### src/rtl/flash_seq_pkg.sv
// Constants for the security area and page maintenance command handler.
// Assumes a serial host in mode 0 or 3, sampled by a much faster system clock.
// How it works
// - 128-byte security area, user half, factory half.
// - User half programmable once, later attempts rejected.
// - Factory half fixed, never modified.
// - User half programs without prior erase.
// - Chip select rise starts timed program, busy.
// - Bytes not received are left undefined.
// - Byte pointer wraps after 64 bytes.
// - Program command overwrites the SRAM buffer (here only while idle and the user half is not yet programmed).
// - Opcode 77, three dummies, data from byte 0.
// - Past byte 127 output is undefined.
// - Chip select rise ends read, output released.
// - Page operation starts at chip select rise.
// - Status readable during transfer, shows completion.
// - Compare shows busy, result into bit six.
// - Rewrite copies page then reprograms it, busy.
// - Status bit seven: one ready, zero busy.
// - Compare bit zero on match, one otherwise.
// - Opcode D7 streams status MSB first repeatedly.
// - Status bit zero reports page size.
package flash_seq_pkg;
    localparam logic [7:0] op_sec_prog = 8'h9B;
    localparam logic [7:0] op_sec_read = 8'h77;
    localparam logic [7:0] op_xfer = 8'h53;
    localparam logic [7:0] op_comp = 8'h60;
    localparam logic [7:0] op_rewrite = 8'h58;
    localparam logic [7:0] op_status = 8'hD7;
    localparam int sec_bytes = 128;
    localparam int user_bytes = 64;
    localparam int buf_bytes = 264;
    localparam int pages = 512;
    localparam logic [3:0] density_code = 4'h3;
    localparam int status_ready_bit = 7;
    localparam int status_comp_bit = 6;
    localparam int status_size_bit = 0;
    // Times in nanoseconds; plain defaults, no part figures are known.
    localparam int clk_period_ns = 4;
    localparam int program_time_ns = 4000;
    localparam int transfer_time_ns = 400;
    localparam int compare_time_ns = 400;
    localparam int page_program_time_ns = 8000;
    localparam int program_cycles = program_time_ns / clk_period_ns;
    localparam int transfer_cycles = transfer_time_ns / clk_period_ns;
    localparam int compare_cycles = compare_time_ns / clk_period_ns;
    localparam int page_program_cycles = page_program_time_ns / clk_period_ns;
    localparam int timer_width = 16;
    localparam logic [7:0] factory_seed = 8'hA5;
    typedef enum logic [1:0] {
        st_idle = 2'b00,
        st_busy = 2'b01
    } op_state_type;
    typedef enum logic [2:0] {
        job_none = 3'h0,
        job_sec = 3'h1,
        job_xfer = 3'h2,
        job_comp = 3'h3,
        job_rewrite = 3'h4
    } job_type;
endpackage

### src/rtl/flash_seq.sv
// Serial command handler for the security area and page maintenance jobs.
// Assumes pins arrive asynchronously; sck is slow against clk_sys.
`timescale 1ns/1ps
module flash_seq #(
    parameter logic [7:0] factory_id_seed = flash_seq_pkg::factory_seed,
    parameter bit binary_pages = 1'b0
) (
    // System
    input wire logic clk_sys,
    input wire logic rst,
    // Serial pins
    input wire logic cs_n,
    input wire logic sck,
    input wire logic si,
    output logic so,
    output logic so_oe_n,
    // Status view
    output logic ready
);
    // ----------------------------------------
    // Pin synchronisers
    // ----------------------------------------
    logic [1:0] cs_s, sck_s, si_s;
    logic cs_d, sck_d;
    always_ff @(posedge clk_sys or posedge rst) begin
        if (rst) begin
            cs_s <= 2'b11;
            sck_s <= 2'b00;
            si_s <= 2'b00;
            cs_d <= 1'b1;
            sck_d <= 1'b0;
        end else begin
            cs_s <= {cs_s[0], cs_n};
            sck_s <= {sck_s[0], sck};
            si_s <= {si_s[0], si};
            cs_d <= cs_s[1];
            sck_d <= sck_s[1];
        end
    end
    wire logic sel = ~cs_s[1];
    wire logic rise = sel & sck_s[1] & ~sck_d;
    wire logic fall = sel & ~sck_s[1] & sck_d;
    wire logic cs_rise = cs_s[1] & ~cs_d;

    // ----------------------------------------
    // Storage
    // ----------------------------------------
    logic [7:0] user_mem [0:flash_seq_pkg::user_bytes-1];
    logic [7:0] sram [0:flash_seq_pkg::buf_bytes-1];
    logic [7:0] page_sum [0:flash_seq_pkg::pages-1];

    // ----------------------------------------
    // Frame decode
    // ----------------------------------------
    logic [15:0] bit_cnt, next_bit_cnt;
    logic [7:0] shreg, next_shreg, opcode, next_opcode;
    logic [23:0] addr, next_addr;
    logic [5:0] wptr, next_wptr;
    logic got_data, next_got_data;
    logic [7:0] out_byte, next_out_byte;
    logic [6:0] rptr, next_rptr;
    logic next_so, next_so_oe_n;
    logic wr_en;
    logic [7:0] wr_byte;
    logic [7:0] status_byte;
    logic [7:0] rd_byte;
    always_comb begin
        next_bit_cnt = bit_cnt;
        next_shreg = shreg;
        next_opcode = opcode;
        next_addr = addr;
        next_wptr = wptr;
        next_got_data = got_data;
        next_out_byte = out_byte;
        next_rptr = rptr;
        next_so = so;
        next_so_oe_n = so_oe_n;
        wr_en = 1'b0;
        wr_byte = {shreg[6:0], si_s[1]};
        // The factory half is derived from the seed, so no command has a path that could change it.
        rd_byte = rptr[6] ? (factory_id_seed ^ {1'b0, rptr}) : user_mem[rptr[5:0]];
        if (!sel) begin
            next_bit_cnt = 16'h0000;
            next_wptr = 6'h00;
            next_rptr = 7'h00;
            next_so_oe_n = 1'b1;
        end else if (rise) begin
            next_shreg = wr_byte;
            next_bit_cnt = bit_cnt + 16'h0001;
            if (bit_cnt == 16'h0007) begin
                next_opcode = wr_byte;
            end else if (bit_cnt >= 16'h0008 && bit_cnt < 16'h0020) begin
                next_addr = {addr[22:0], si_s[1]};
            end
            if (bit_cnt >= 16'h001F && bit_cnt[2:0] == 3'h7 && opcode == flash_seq_pkg::op_sec_prog) begin
                if (bit_cnt > 16'h001F) begin
                    wr_en = 1'b1;
                    next_wptr = wptr + 6'h01;
                    next_got_data = 1'b1;
                end
            end
        end else if (fall) begin
            if (bit_cnt >= 16'h0008 && bit_cnt[2:0] == 3'h0) begin
                if (opcode == flash_seq_pkg::op_status) begin
                    next_out_byte = status_byte;
                end else if (opcode == flash_seq_pkg::op_sec_read && bit_cnt >= 16'h0020) begin
                    next_out_byte = rd_byte;
                    next_rptr = rptr + 7'h01;
                end
            end
            if (bit_cnt >= 16'h0008 && (opcode == flash_seq_pkg::op_status ||
                (opcode == flash_seq_pkg::op_sec_read && bit_cnt >= 16'h0020))) begin
                next_so_oe_n = 1'b0;
                if (bit_cnt[2:0] == 3'h0) begin
                    next_so = (opcode == flash_seq_pkg::op_status) ? status_byte[7] : rd_byte[7];
                end else begin
                    next_so = out_byte[3'h7 - bit_cnt[2:0]];
                end
            end
        end
        if (cs_rise) begin
            next_got_data = 1'b0;
        end
    end

    // ----------------------------------------
    // Self-timed jobs
    // ----------------------------------------
    flash_seq_pkg::op_state_type state, next_state;
    flash_seq_pkg::job_type job, next_job;
    logic [flash_seq_pkg::timer_width-1:0] timer, next_timer;
    logic user_done, next_user_done;
    logic comp_flag, next_comp_flag;
    logic [8:0] page_idx;
    logic [7:0] buf_sum;
    logic [8:0] job_page, next_job_page;
    logic finish;

    // Index position depends on page size format.
    function automatic logic [8:0] page_of(input logic [23:0] a, input logic bin);
        page_of = bin ? a[16:8] : a[17:9];
    endfunction

    assign page_idx = page_of(addr, binary_pages);
    assign buf_sum = sram[0];
    assign status_byte = {state == flash_seq_pkg::st_idle, comp_flag,
                          flash_seq_pkg::density_code, 1'b0, binary_pages};
    assign finish = (state == flash_seq_pkg::st_busy) && (timer == '0);

    always_comb begin
        next_state = state;
        next_job = job;
        next_timer = timer;
        next_user_done = user_done;
        next_comp_flag = comp_flag;
        next_job_page = job_page;
        if (state == flash_seq_pkg::st_idle && cs_rise && bit_cnt >= 16'h0020) begin
            next_state = flash_seq_pkg::st_busy;
            next_job_page = page_idx;
            case (opcode)
                flash_seq_pkg::op_sec_prog: begin
                    next_job = (got_data && !user_done) ? flash_seq_pkg::job_sec : flash_seq_pkg::job_none;
                    next_timer = flash_seq_pkg::timer_width'(flash_seq_pkg::program_cycles);
                end
                flash_seq_pkg::op_xfer: begin
                    next_job = flash_seq_pkg::job_xfer;
                    next_timer = flash_seq_pkg::timer_width'(flash_seq_pkg::transfer_cycles);
                end
                flash_seq_pkg::op_comp: begin
                    next_job = flash_seq_pkg::job_comp;
                    next_timer = flash_seq_pkg::timer_width'(flash_seq_pkg::compare_cycles);
                end
                flash_seq_pkg::op_rewrite: begin
                    next_job = flash_seq_pkg::job_rewrite;
                    next_timer = flash_seq_pkg::timer_width'(flash_seq_pkg::page_program_cycles);
                end
                default: begin
                    next_state = flash_seq_pkg::st_idle;
                end
            endcase
        end else if (state == flash_seq_pkg::st_busy) begin
            next_timer = timer - 1'b1;
            if (finish) begin
                next_state = flash_seq_pkg::st_idle;
                if (job == flash_seq_pkg::job_sec) begin
                    next_user_done = 1'b1;
                end
                if (job == flash_seq_pkg::job_comp) begin
                    next_comp_flag = page_sum[job_page] != buf_sum;
                end
                next_job = flash_seq_pkg::job_none;
            end
        end
    end

    always_ff @(posedge clk_sys or posedge rst) begin
        if (rst) begin
            bit_cnt <= 16'h0000;
            shreg <= 8'h00;
            opcode <= 8'h00;
            addr <= 24'h000000;
            wptr <= 6'h00;
            got_data <= 1'b0;
            out_byte <= 8'h00;
            rptr <= 7'h00;
            so <= 1'b0;
            so_oe_n <= 1'b1;
            state <= flash_seq_pkg::st_idle;
            job <= flash_seq_pkg::job_none;
            timer <= '0;
            user_done <= 1'b0;
            comp_flag <= 1'b0;
            job_page <= 9'h000;
            ready <= 1'b1;
        end else begin
            bit_cnt <= next_bit_cnt;
            shreg <= next_shreg;
            opcode <= next_opcode;
            addr <= next_addr;
            wptr <= next_wptr;
            got_data <= next_got_data;
            out_byte <= next_out_byte;
            rptr <= next_rptr;
            so <= next_so;
            so_oe_n <= next_so_oe_n;
            state <= next_state;
            job <= next_job;
            timer <= next_timer;
            user_done <= next_user_done;
            comp_flag <= next_comp_flag;
            job_page <= next_job_page;
            ready <= (next_state == flash_seq_pkg::st_idle);
        end
    end

    // Arrays carry no reset; their content is data, not control.
    // Bytes land in the buffer while shifting and move to the user half at the end,
    // so an aborted or refused program never touches the security area.
    always_ff @(posedge clk_sys) begin
        if (wr_en && !user_done && state == flash_seq_pkg::st_idle) begin
            sram[wptr] <= wr_byte;
        end
        if (finish && job == flash_seq_pkg::job_sec) begin
            for (int i = 0; i < flash_seq_pkg::user_bytes; i++) begin
                user_mem[i] <= sram[i];
            end
        end
        if (finish && (job == flash_seq_pkg::job_xfer || job == flash_seq_pkg::job_rewrite)) begin
            sram[0] <= page_sum[job_page];
        end
    end

    // The page store is a constant of this model; only its low index byte tells pages apart.
    generate
        for (genvar p = 0; p < flash_seq_pkg::pages; p++) begin : g_page
            assign page_sum[p] = 8'(p);
        end
    endgenerate
endmodule

### config.mk
export PLATFORM = sky130hd
export DESIGN_NAME = flash_seq
export DESIGN_NICKNAME = d
export VERILOG_FILES = /design/src/rtl/flash_seq_pkg.sv /design/src/rtl/flash_seq.sv
export SDC_FILE = /design/constraint.sdc
export NUM_CORES = 1
export LEC_CHECK = 0
export BUFFER_PORTS_ARGS = -buffer_cell sky130_fd_sc_hd__buf_2
export CAP_MARGIN = 20
export CORE_ASPECT_RATIO = 0.8
export CORE_UTILIZATION = 38
export DETAILED_ROUTE_END_ITERATION = 10
export GPL_TIMING_DRIVEN = 0
export SYNTH_ARGS = -nofsm -noshare
export SYNTH_HDL_FRONTEND = slang
export SYNTH_SLANG_ARGS = --single-unit
### constraint.sdc
create_clock -name clk_sys -period 39.6 [get_ports clk_sys]
set_clock_uncertainty 0.1 [all_clocks]
set_input_delay 9.9 -clock clk_sys [delete_from_list [all_inputs] [get_ports clk_sys]]
set_output_delay 9.9 -clock clk_sys [all_outputs]
set_load 0.02 [all_outputs]
# --- Yosys cells after proc, flatten, opt, wreduce, memory -nomap -nowiden ---
# Memories as Yosys holds them, arrays and structs flattened.
# Index checks and enable logic that the tools add are counted.
# W data, S select, Z words.
word_totals:
  mem_count: 3
  romBits: 4096
  inputBits: 5
  mem_bits_rw: 2624
  reg_bits: 114
  wordCells: 175
  output_inout_bits: 3
op_classes:
  n_mux: 55
  bitwise_logic: 14
  eq_ne: 19
  magnitude_cmp: 7
  add_sub_neg: 5
  n_reduce_logical: 50
mem_list:
  columns: ["name", "words", "width", "read_ports", "rd_ports_with_merged_regs", "write_ports", "line", "text"]
  rows:
  - ["(no name shown)", 512, 8, 1, 0, 0, "flash_seq.sv:249", "sram[0] <= page_sum[job_page];"]
  - ["sram", 264, 8, 64, 0, 1, "flash_seq.sv:49", "logic [7:0] sram [0:flash_seq_pkg::buf_bytes-1];"]
  - ["user_mem", 64, 8, 1, 0, 64, "flash_seq.sv:48", "logic [7:0] user_mem [0:flash_seq_pkg::user_bytes-1];"]
ops:
  columns: ["cell", "n"]
  rows:
  - ["$mux W16", 4]
  - ["$mux W8", 6]
  - ["$pmux W16 S3", 1]
  - ["$mux W7", 6]
  - ["$eq A8 B7 Y1 const B", 4]
  - ["$reduce_bool A2 Y1", 13]
  - ["$mux W1", 25]
  - ["$mux W6", 4]
  - ["$reduce_and A4 Y1", 5]
  - ["$add A16 B1 Y16 const B", 1]
  - ["$eq A16 B3 Y1 const B", 1]
  - ["$eq A8 B8 Y1 const B", 2]
  - ["$ge A16 B4 Y1 const B", 1]
  - ["$ge A16 B5 Y1 const B", 1]
  - ["$ge A16 B6 Y1 const B", 1]
  - ["$gt A16 B5 Y1 const B", 1]
  - ["$logic_not A16 Y1", 1]
  - ["$lt A16 B6 Y1 const B", 1]
  - ["$sub A16 B1 Y16 const B", 1]
  - ["$logic_and A1 B1 Y1", 14]
  - ["$pmux W3 S4", 1]
  - ["$reduce_and A3 Y1", 4]
  - ["$ge A10 B10 Y1 const B", 1]
  - ["$not A9 Y10", 1]
  - ["other kinds (29)", 50]

# --- Longest topological paths before layout ---
depth:
  ltp_word: 11
  ltp_mapped: 10
  mapped_depth_nobuf: 8

# --- Least setup slack after synthesis ---
# Ideal clock, no wire load.
synth_timing:
  path_type: "flip-flop to flip-flop"
  from: "register timer[0] (netlist bit)"
  to: "memory user_mem[0][0] (enable)"
  n_path_buf: 0
  setup_time_ps: 1663
  period_less_slack_ps: 30703
  slack_ps: 8897
  stages_incl_launch_ff: 8
  arrival_time_ps: 28940
  required_ps: 37837
  cell_sequence: "dfrtp_1 -> inv_1 -> ha_1 -> or4b_4 -> nand2b_4 -> nand2b_1 -> or2_1 -> nor4b_2"
synth_rtl:
  columns: ["element", "line", "text"]
  rows:
  - ["start, declared", "flash_seq.sv:131", "logic [flash_seq_pkg::timer_width-1:0] timer, next_timer;"]
  - ["start signal, assigned", "flash_seq.sv:228", "timer <= next_timer;"]
  - ["end, declared", "flash_seq.sv:48", null]

# --- Final worst setup path ---
layout_timing:
  from: "register so_oe_n"
  to: "output so_oe_n"
layout_rtl:
  columns: ["element", "line", "text"]
  rows:
  - ["start, declared", "flash_seq.sv:16", "output logic so_oe_n,"]
  - ["start signal, assigned", "flash_seq.sv:225", "so_oe_n <= next_so_oe_n;"]
# No word-level cell between the ends.

==> qor_table.md <==
| Metric | This run | Unit |
| --- | --- | --- |
| Worst flop-to-flop path startpoint | timer[0] | - |
| Syn avg cell area | 19.9 | sq um |
| Post-CTS setup buffer count | 0 | - |
| Horizontal die dimension | 369 | microns |
| Worst path required time | 29.60 | ns |
| Reported net switching power | 0.525 | mW |
| Global-route wire length before repair | 145 | mm |
| Final critical delay including setup and external delays | 11.42 | ns |
| Static Leak | 15.3 | nW |
| Net switching share of the total power | 20.8 | % |
| Post-place setup slack | 28.65 | ns |
| Share of synthesized area occupied by flip-flops and latches | 82.0 | % |
| # port buffers | 7 | - |
| Slack of the worst reg-to-reg path | 35.23 | ns |
| Post-cts hold buffer count | 0 | - |
| Hold WC Path Type | reg -> reg | - |
| Worst-path cell chain | buf_2 | - |
| Initial cell density of the core | 38.4 | % |
| Initial antenna violation count | 2 | - |
| CTS Buffer Depth | 3 | - |
| Core area | 107000 | sq um |
| Via count of the first global-routing pass | 19600 | - |
| Cell accounting for the most synthesized area | sky130_fd_sc_hd__edfxtp_1 | - |
| Count of buffering cells on the critical path with inverters included | 1 | - |
| Max transition margin | 23.7 | % |
| Critical path type | reg -> out | - |
| Synthesis warning total | 0 | - |
| Cts bufs inserted | 107 | - |
| Maximum number of pins on one net before global-route repair | 65 | - |
| Number of enable-type register cells in the synthesized netlist | 1024 | - |
| Cells on Worst Hold Path | 0 | - |
| #FFs+latches synth | 1136 | - |
| End point of the most critical hold path | cs_s[1] | - |
| Category of the worst setup path launch point | flop | - |
| TritonCTS clock tree | done | - |
| Cell with the largest stage delay on the worst path | sky130_fd_sc_hd__dfstp_2 | - |
| Max rail drop VDD | 0.0000332 | V |
| Count of nets after finishing | 2239 | - |
| Last weighted congestion value of the routability-driven placer | 0.958 | - |
| Leading cell types by total area after synthesis | sky130_fd_sc_hd__edfxtp_1, sky130_fd_sc_hd__dfrtp_1, sky130_fd_sc_hd__mux4_2, sky130_fd_sc_hd__mux2i_1, sky130_fd_sc_hd__nand2_1 | - |
| Highest cell delay on the worst timing path | 0.56 | ns |
| FFs w/ async S/R, synth | 9.86 | % |
| Critical path peak fanout | 2 | - |
| Syn nets | 2064 | - |
| Slew at the pin closest to its max-slew limit | 1.14 | ns |
| Clk_lat worst skew | 0.70 | ns |
| Mean routed wirelength per cell | 27.4 | microns |
| First DRT Iteration DRCs | 2710 | - |
| Resize count post-CTS | 0 | - |
| Reported max-cap violation count | 0 | - |
| Final standard cell area without fillers | 47300 | sq um |
| Unrepaired setup endpoints after global routing | false | - |
| Placement row count | 107 | - |
| Part of the power in registers | 53.9 | % |
| Gate family responsible for the most delay along the worst path | flip-flops | - |
| Vias per Instance | 5.41 | - |
| Growth of design area from synthesis to finish | 15.5 | % |
| DP Wirelength | 68.5 | mm |
| Area of the die | 109000 | sq um |
| Distinct cell type count after synthesis | 70 | - |
| Die span in y | 296 | microns |
| Number of antenna repair diodes | 0 | - |
| Synth cell count leaders | sky130_fd_sc_hd__edfxtp_1, sky130_fd_sc_hd__nand2_1, sky130_fd_sc_hd__nor2_1, sky130_fd_sc_hd__dfrtp_1, sky130_fd_sc_hd__mux4_2 | - |
| Arrival @ worst endpoint | 1.42 | ns |
| Crit Reg-Reg Endpoint | sram[32][4] | - |
| Final clock period utilization by the worst path | 28.8 | % |
| Share of layout cells above drive strength 1 | 18.4 | % |
| Number of levels the H-tree was split into | 3 | - |
| GR Overflow Total | 0 | - |
| I/O pin count | 8 | - |
| Hold path startpoint | cs_s[0] | - |
| Number of hold violations in the final report | 0 | - |
| Number of search-and-repair iterations in the first detailed-routing pass | 5 | - |
| Non-filler instance count after layout | 3737 | - |
| Total setup violations reported at the end of the flow | 0 | - |
| Cell count after synthesis | 2053 | - |
| Seq. cell area | 33600 | sq um |
| Number of placed instances, taps included | 3527 | - |
| Routed via count | 20200 | - |
| Hold slack final | 0.257 | ns |
| Highest achievable clock rate | 87.6 | MHz |
| Area share of the leading cell type in the synthesized netlist | 75.1 | % |
| Proportion of power drawn by combinational gates | 3.4 | % |
| Category of the worst setup path capture point | primary output | - |
| Clock transition time at the flip-flop clock pins of the worst setup and hold paths | 0.07 | ns |
| Cell area after synthesis | 40900 | sq um |
| Critical Path Stages | 1 | - |
| Cell-internal power | 2.00 | mW |
| Final Slew Violations | 0 | - |
| Cell area power density | 53.3 | nW/um^2 |
| Predominant post-synthesis flop cell | sky130_fd_sc_hd__edfxtp_1 | - |
| Overall Power | 2.52 | mW |
| Antenna Violating Nets Remaining | 0 | - |
| Area used by multi-input combinational logic | 7010 | sq um |
| CTS root buf | sky130_fd_sc_hd__clkbuf_16 | - |
| Cell count of the worst reg-to-reg path | 8 | - |
| Most frequent cell after synthesis | sky130_fd_sc_hd__edfxtp_1 | - |
| Final Worst Setup Slack | 28.18 | ns |
| # fillers | 9141 | - |
| Number of remaining DRC errors | 0 | - |
| Proportion of power drawn by the clock network | 42.7 | % |
| Result of the run | completed | - |
| Area post-placement | 43500 | sq um |
| Post-Route WL | 103 | mm |
| Number of sinks driven by the clock tree | 1136 | - |
| Tot GR Track Use | 18.9 | % |
==> how the worst max path moves through the flow <==
| stage | from | end | slack, ns |
|---|---|---|---|
| after detailed placement | rst | so_oe_n | 28.65 |
| after global placement | timer[0] | user_mem[50][0] | -1.13 |
| after global routing | so_oe_n | so_oe_n | 28.13 |
| after floorplan | timer[0] | user_mem[0][0] | 8.90 |
| after CTS | so_oe_n | so_oe_n | 28.13 |
| final | so_oe_n | so_oe_n | 28.18 |
==> kinds of logic (layout without fill, tap and decap cells) <==
| group | Yosys count | after routing | share of synthesized area [%] |
|---|---|---|---|
| AOI/OAI and AO/OA | 130 | 130 | 2.12 |
| xor gates and xnor gates | 29 | 29 | 0.620 |
| adders and majority gates | 6 | 6 | 0.183 |
| buffers and inverters | 90 | 357 | 1.03 |
| DFF | 1136 | 1136 | 82.0 |
| muxes | 226 | 226 | 8.81 |
| and+or+nand+nor | 436 | 436 | 5.26 |
==> cells in the final DEF, fill, tap and decap left out, types with 17 or more instances in the layout <==
cell / count
sky130_fd_sc_hd__a21oi_1: 25
sky130_fd_sc_hd__a22oi_1: 22
sky130_fd_sc_hd__buf_2: 35
sky130_fd_sc_hd__buf_6: 34
sky130_fd_sc_hd__bufinv_16: 17
sky130_fd_sc_hd__clkbuf_1: 40
sky130_fd_sc_hd__clkbuf_16: 108
sky130_fd_sc_hd__clkinv_1: 19
sky130_fd_sc_hd__clkinv_2: 20
sky130_fd_sc_hd__dfrtp_1: 107
sky130_fd_sc_hd__edfxtp_1: 1024
sky130_fd_sc_hd__mux2_1: 22
sky130_fd_sc_hd__mux2_2: 22
sky130_fd_sc_hd__mux2i_1: 79
sky130_fd_sc_hd__mux4_2: 103
sky130_fd_sc_hd__nand2_1: 114
sky130_fd_sc_hd__nand2b_1: 20
sky130_fd_sc_hd__nand3_1: 29
sky130_fd_sc_hd__nand4_1: 24
sky130_fd_sc_hd__nor2_1: 122
sky130_fd_sc_hd__nor3_1: 24
sky130_fd_sc_hd__xnor2_1: 18
==> layer usage <==
| metal | GRT usage (%) | vias to the layer above | share of wire, % | routed length (microns) |
|---|---|---|---|---|
| met5 | 0 | - | 0 | 0 |
| met3 | 4.10 | 145 | 8.4 | 8630 |
| met1 | 28.8 | 10700 | 46 | 46800 |
| met2 | 27.6 | 844 | 44 | 45000 |
| li1 | - | 8502 | - | - |
| met4 | 4.48 | 0 | 2.1 | 2180 |
==> through the flow <==
step	utilization (%)	setup TNS (ns)
6_report	44.4	0
5_1_grt	44.4	0
4_1_cts	44.3	0
3_5_place_dp	40.8	0
3_3_place_gp	40.1	-558.72
2_1_floorplan	-	0
==> flip-flops by register name (all words and copies together), names as in the netlist, 2 cells and up <==
register  cells
job           3
cs_s          2
shreg         7
user_mem    512
out_byte      8
sck_s         2
job_page      8
addr         17
rptr          7
opcode        8
si_s          2
state         2
wptr          6
bit_cnt      16
sram        512
timer        16
==> power by group through the flow <==
stage          clock [mW]  combinational (mW)  sequential (mW)
6_report             1.08              0.0864             1.36
3_5_place_dp            0              0.0913             1.39
3_3_place_gp            0              0.0769             1.40
4_1_cts              1.09              0.0910             1.36
2_1_floorplan           0              0.0353             1.39
5_1_grt              1.14              0.0941             1.36
==> cell type report <==
class | count | area share [%]
plain buffers | 76 | 0.783
clock buffers | 127 | 6.06
clock inverters | 74 | 1.83
inverters | 14 | 0.116
multi-input cells | 827 | 14.8
flip-flops and latches | 1136 | 71.0
well taps | 1417 | 3.75
repair buffers | 66 | 1.68
Note: power is estimated with default switching activity, not from simulation.
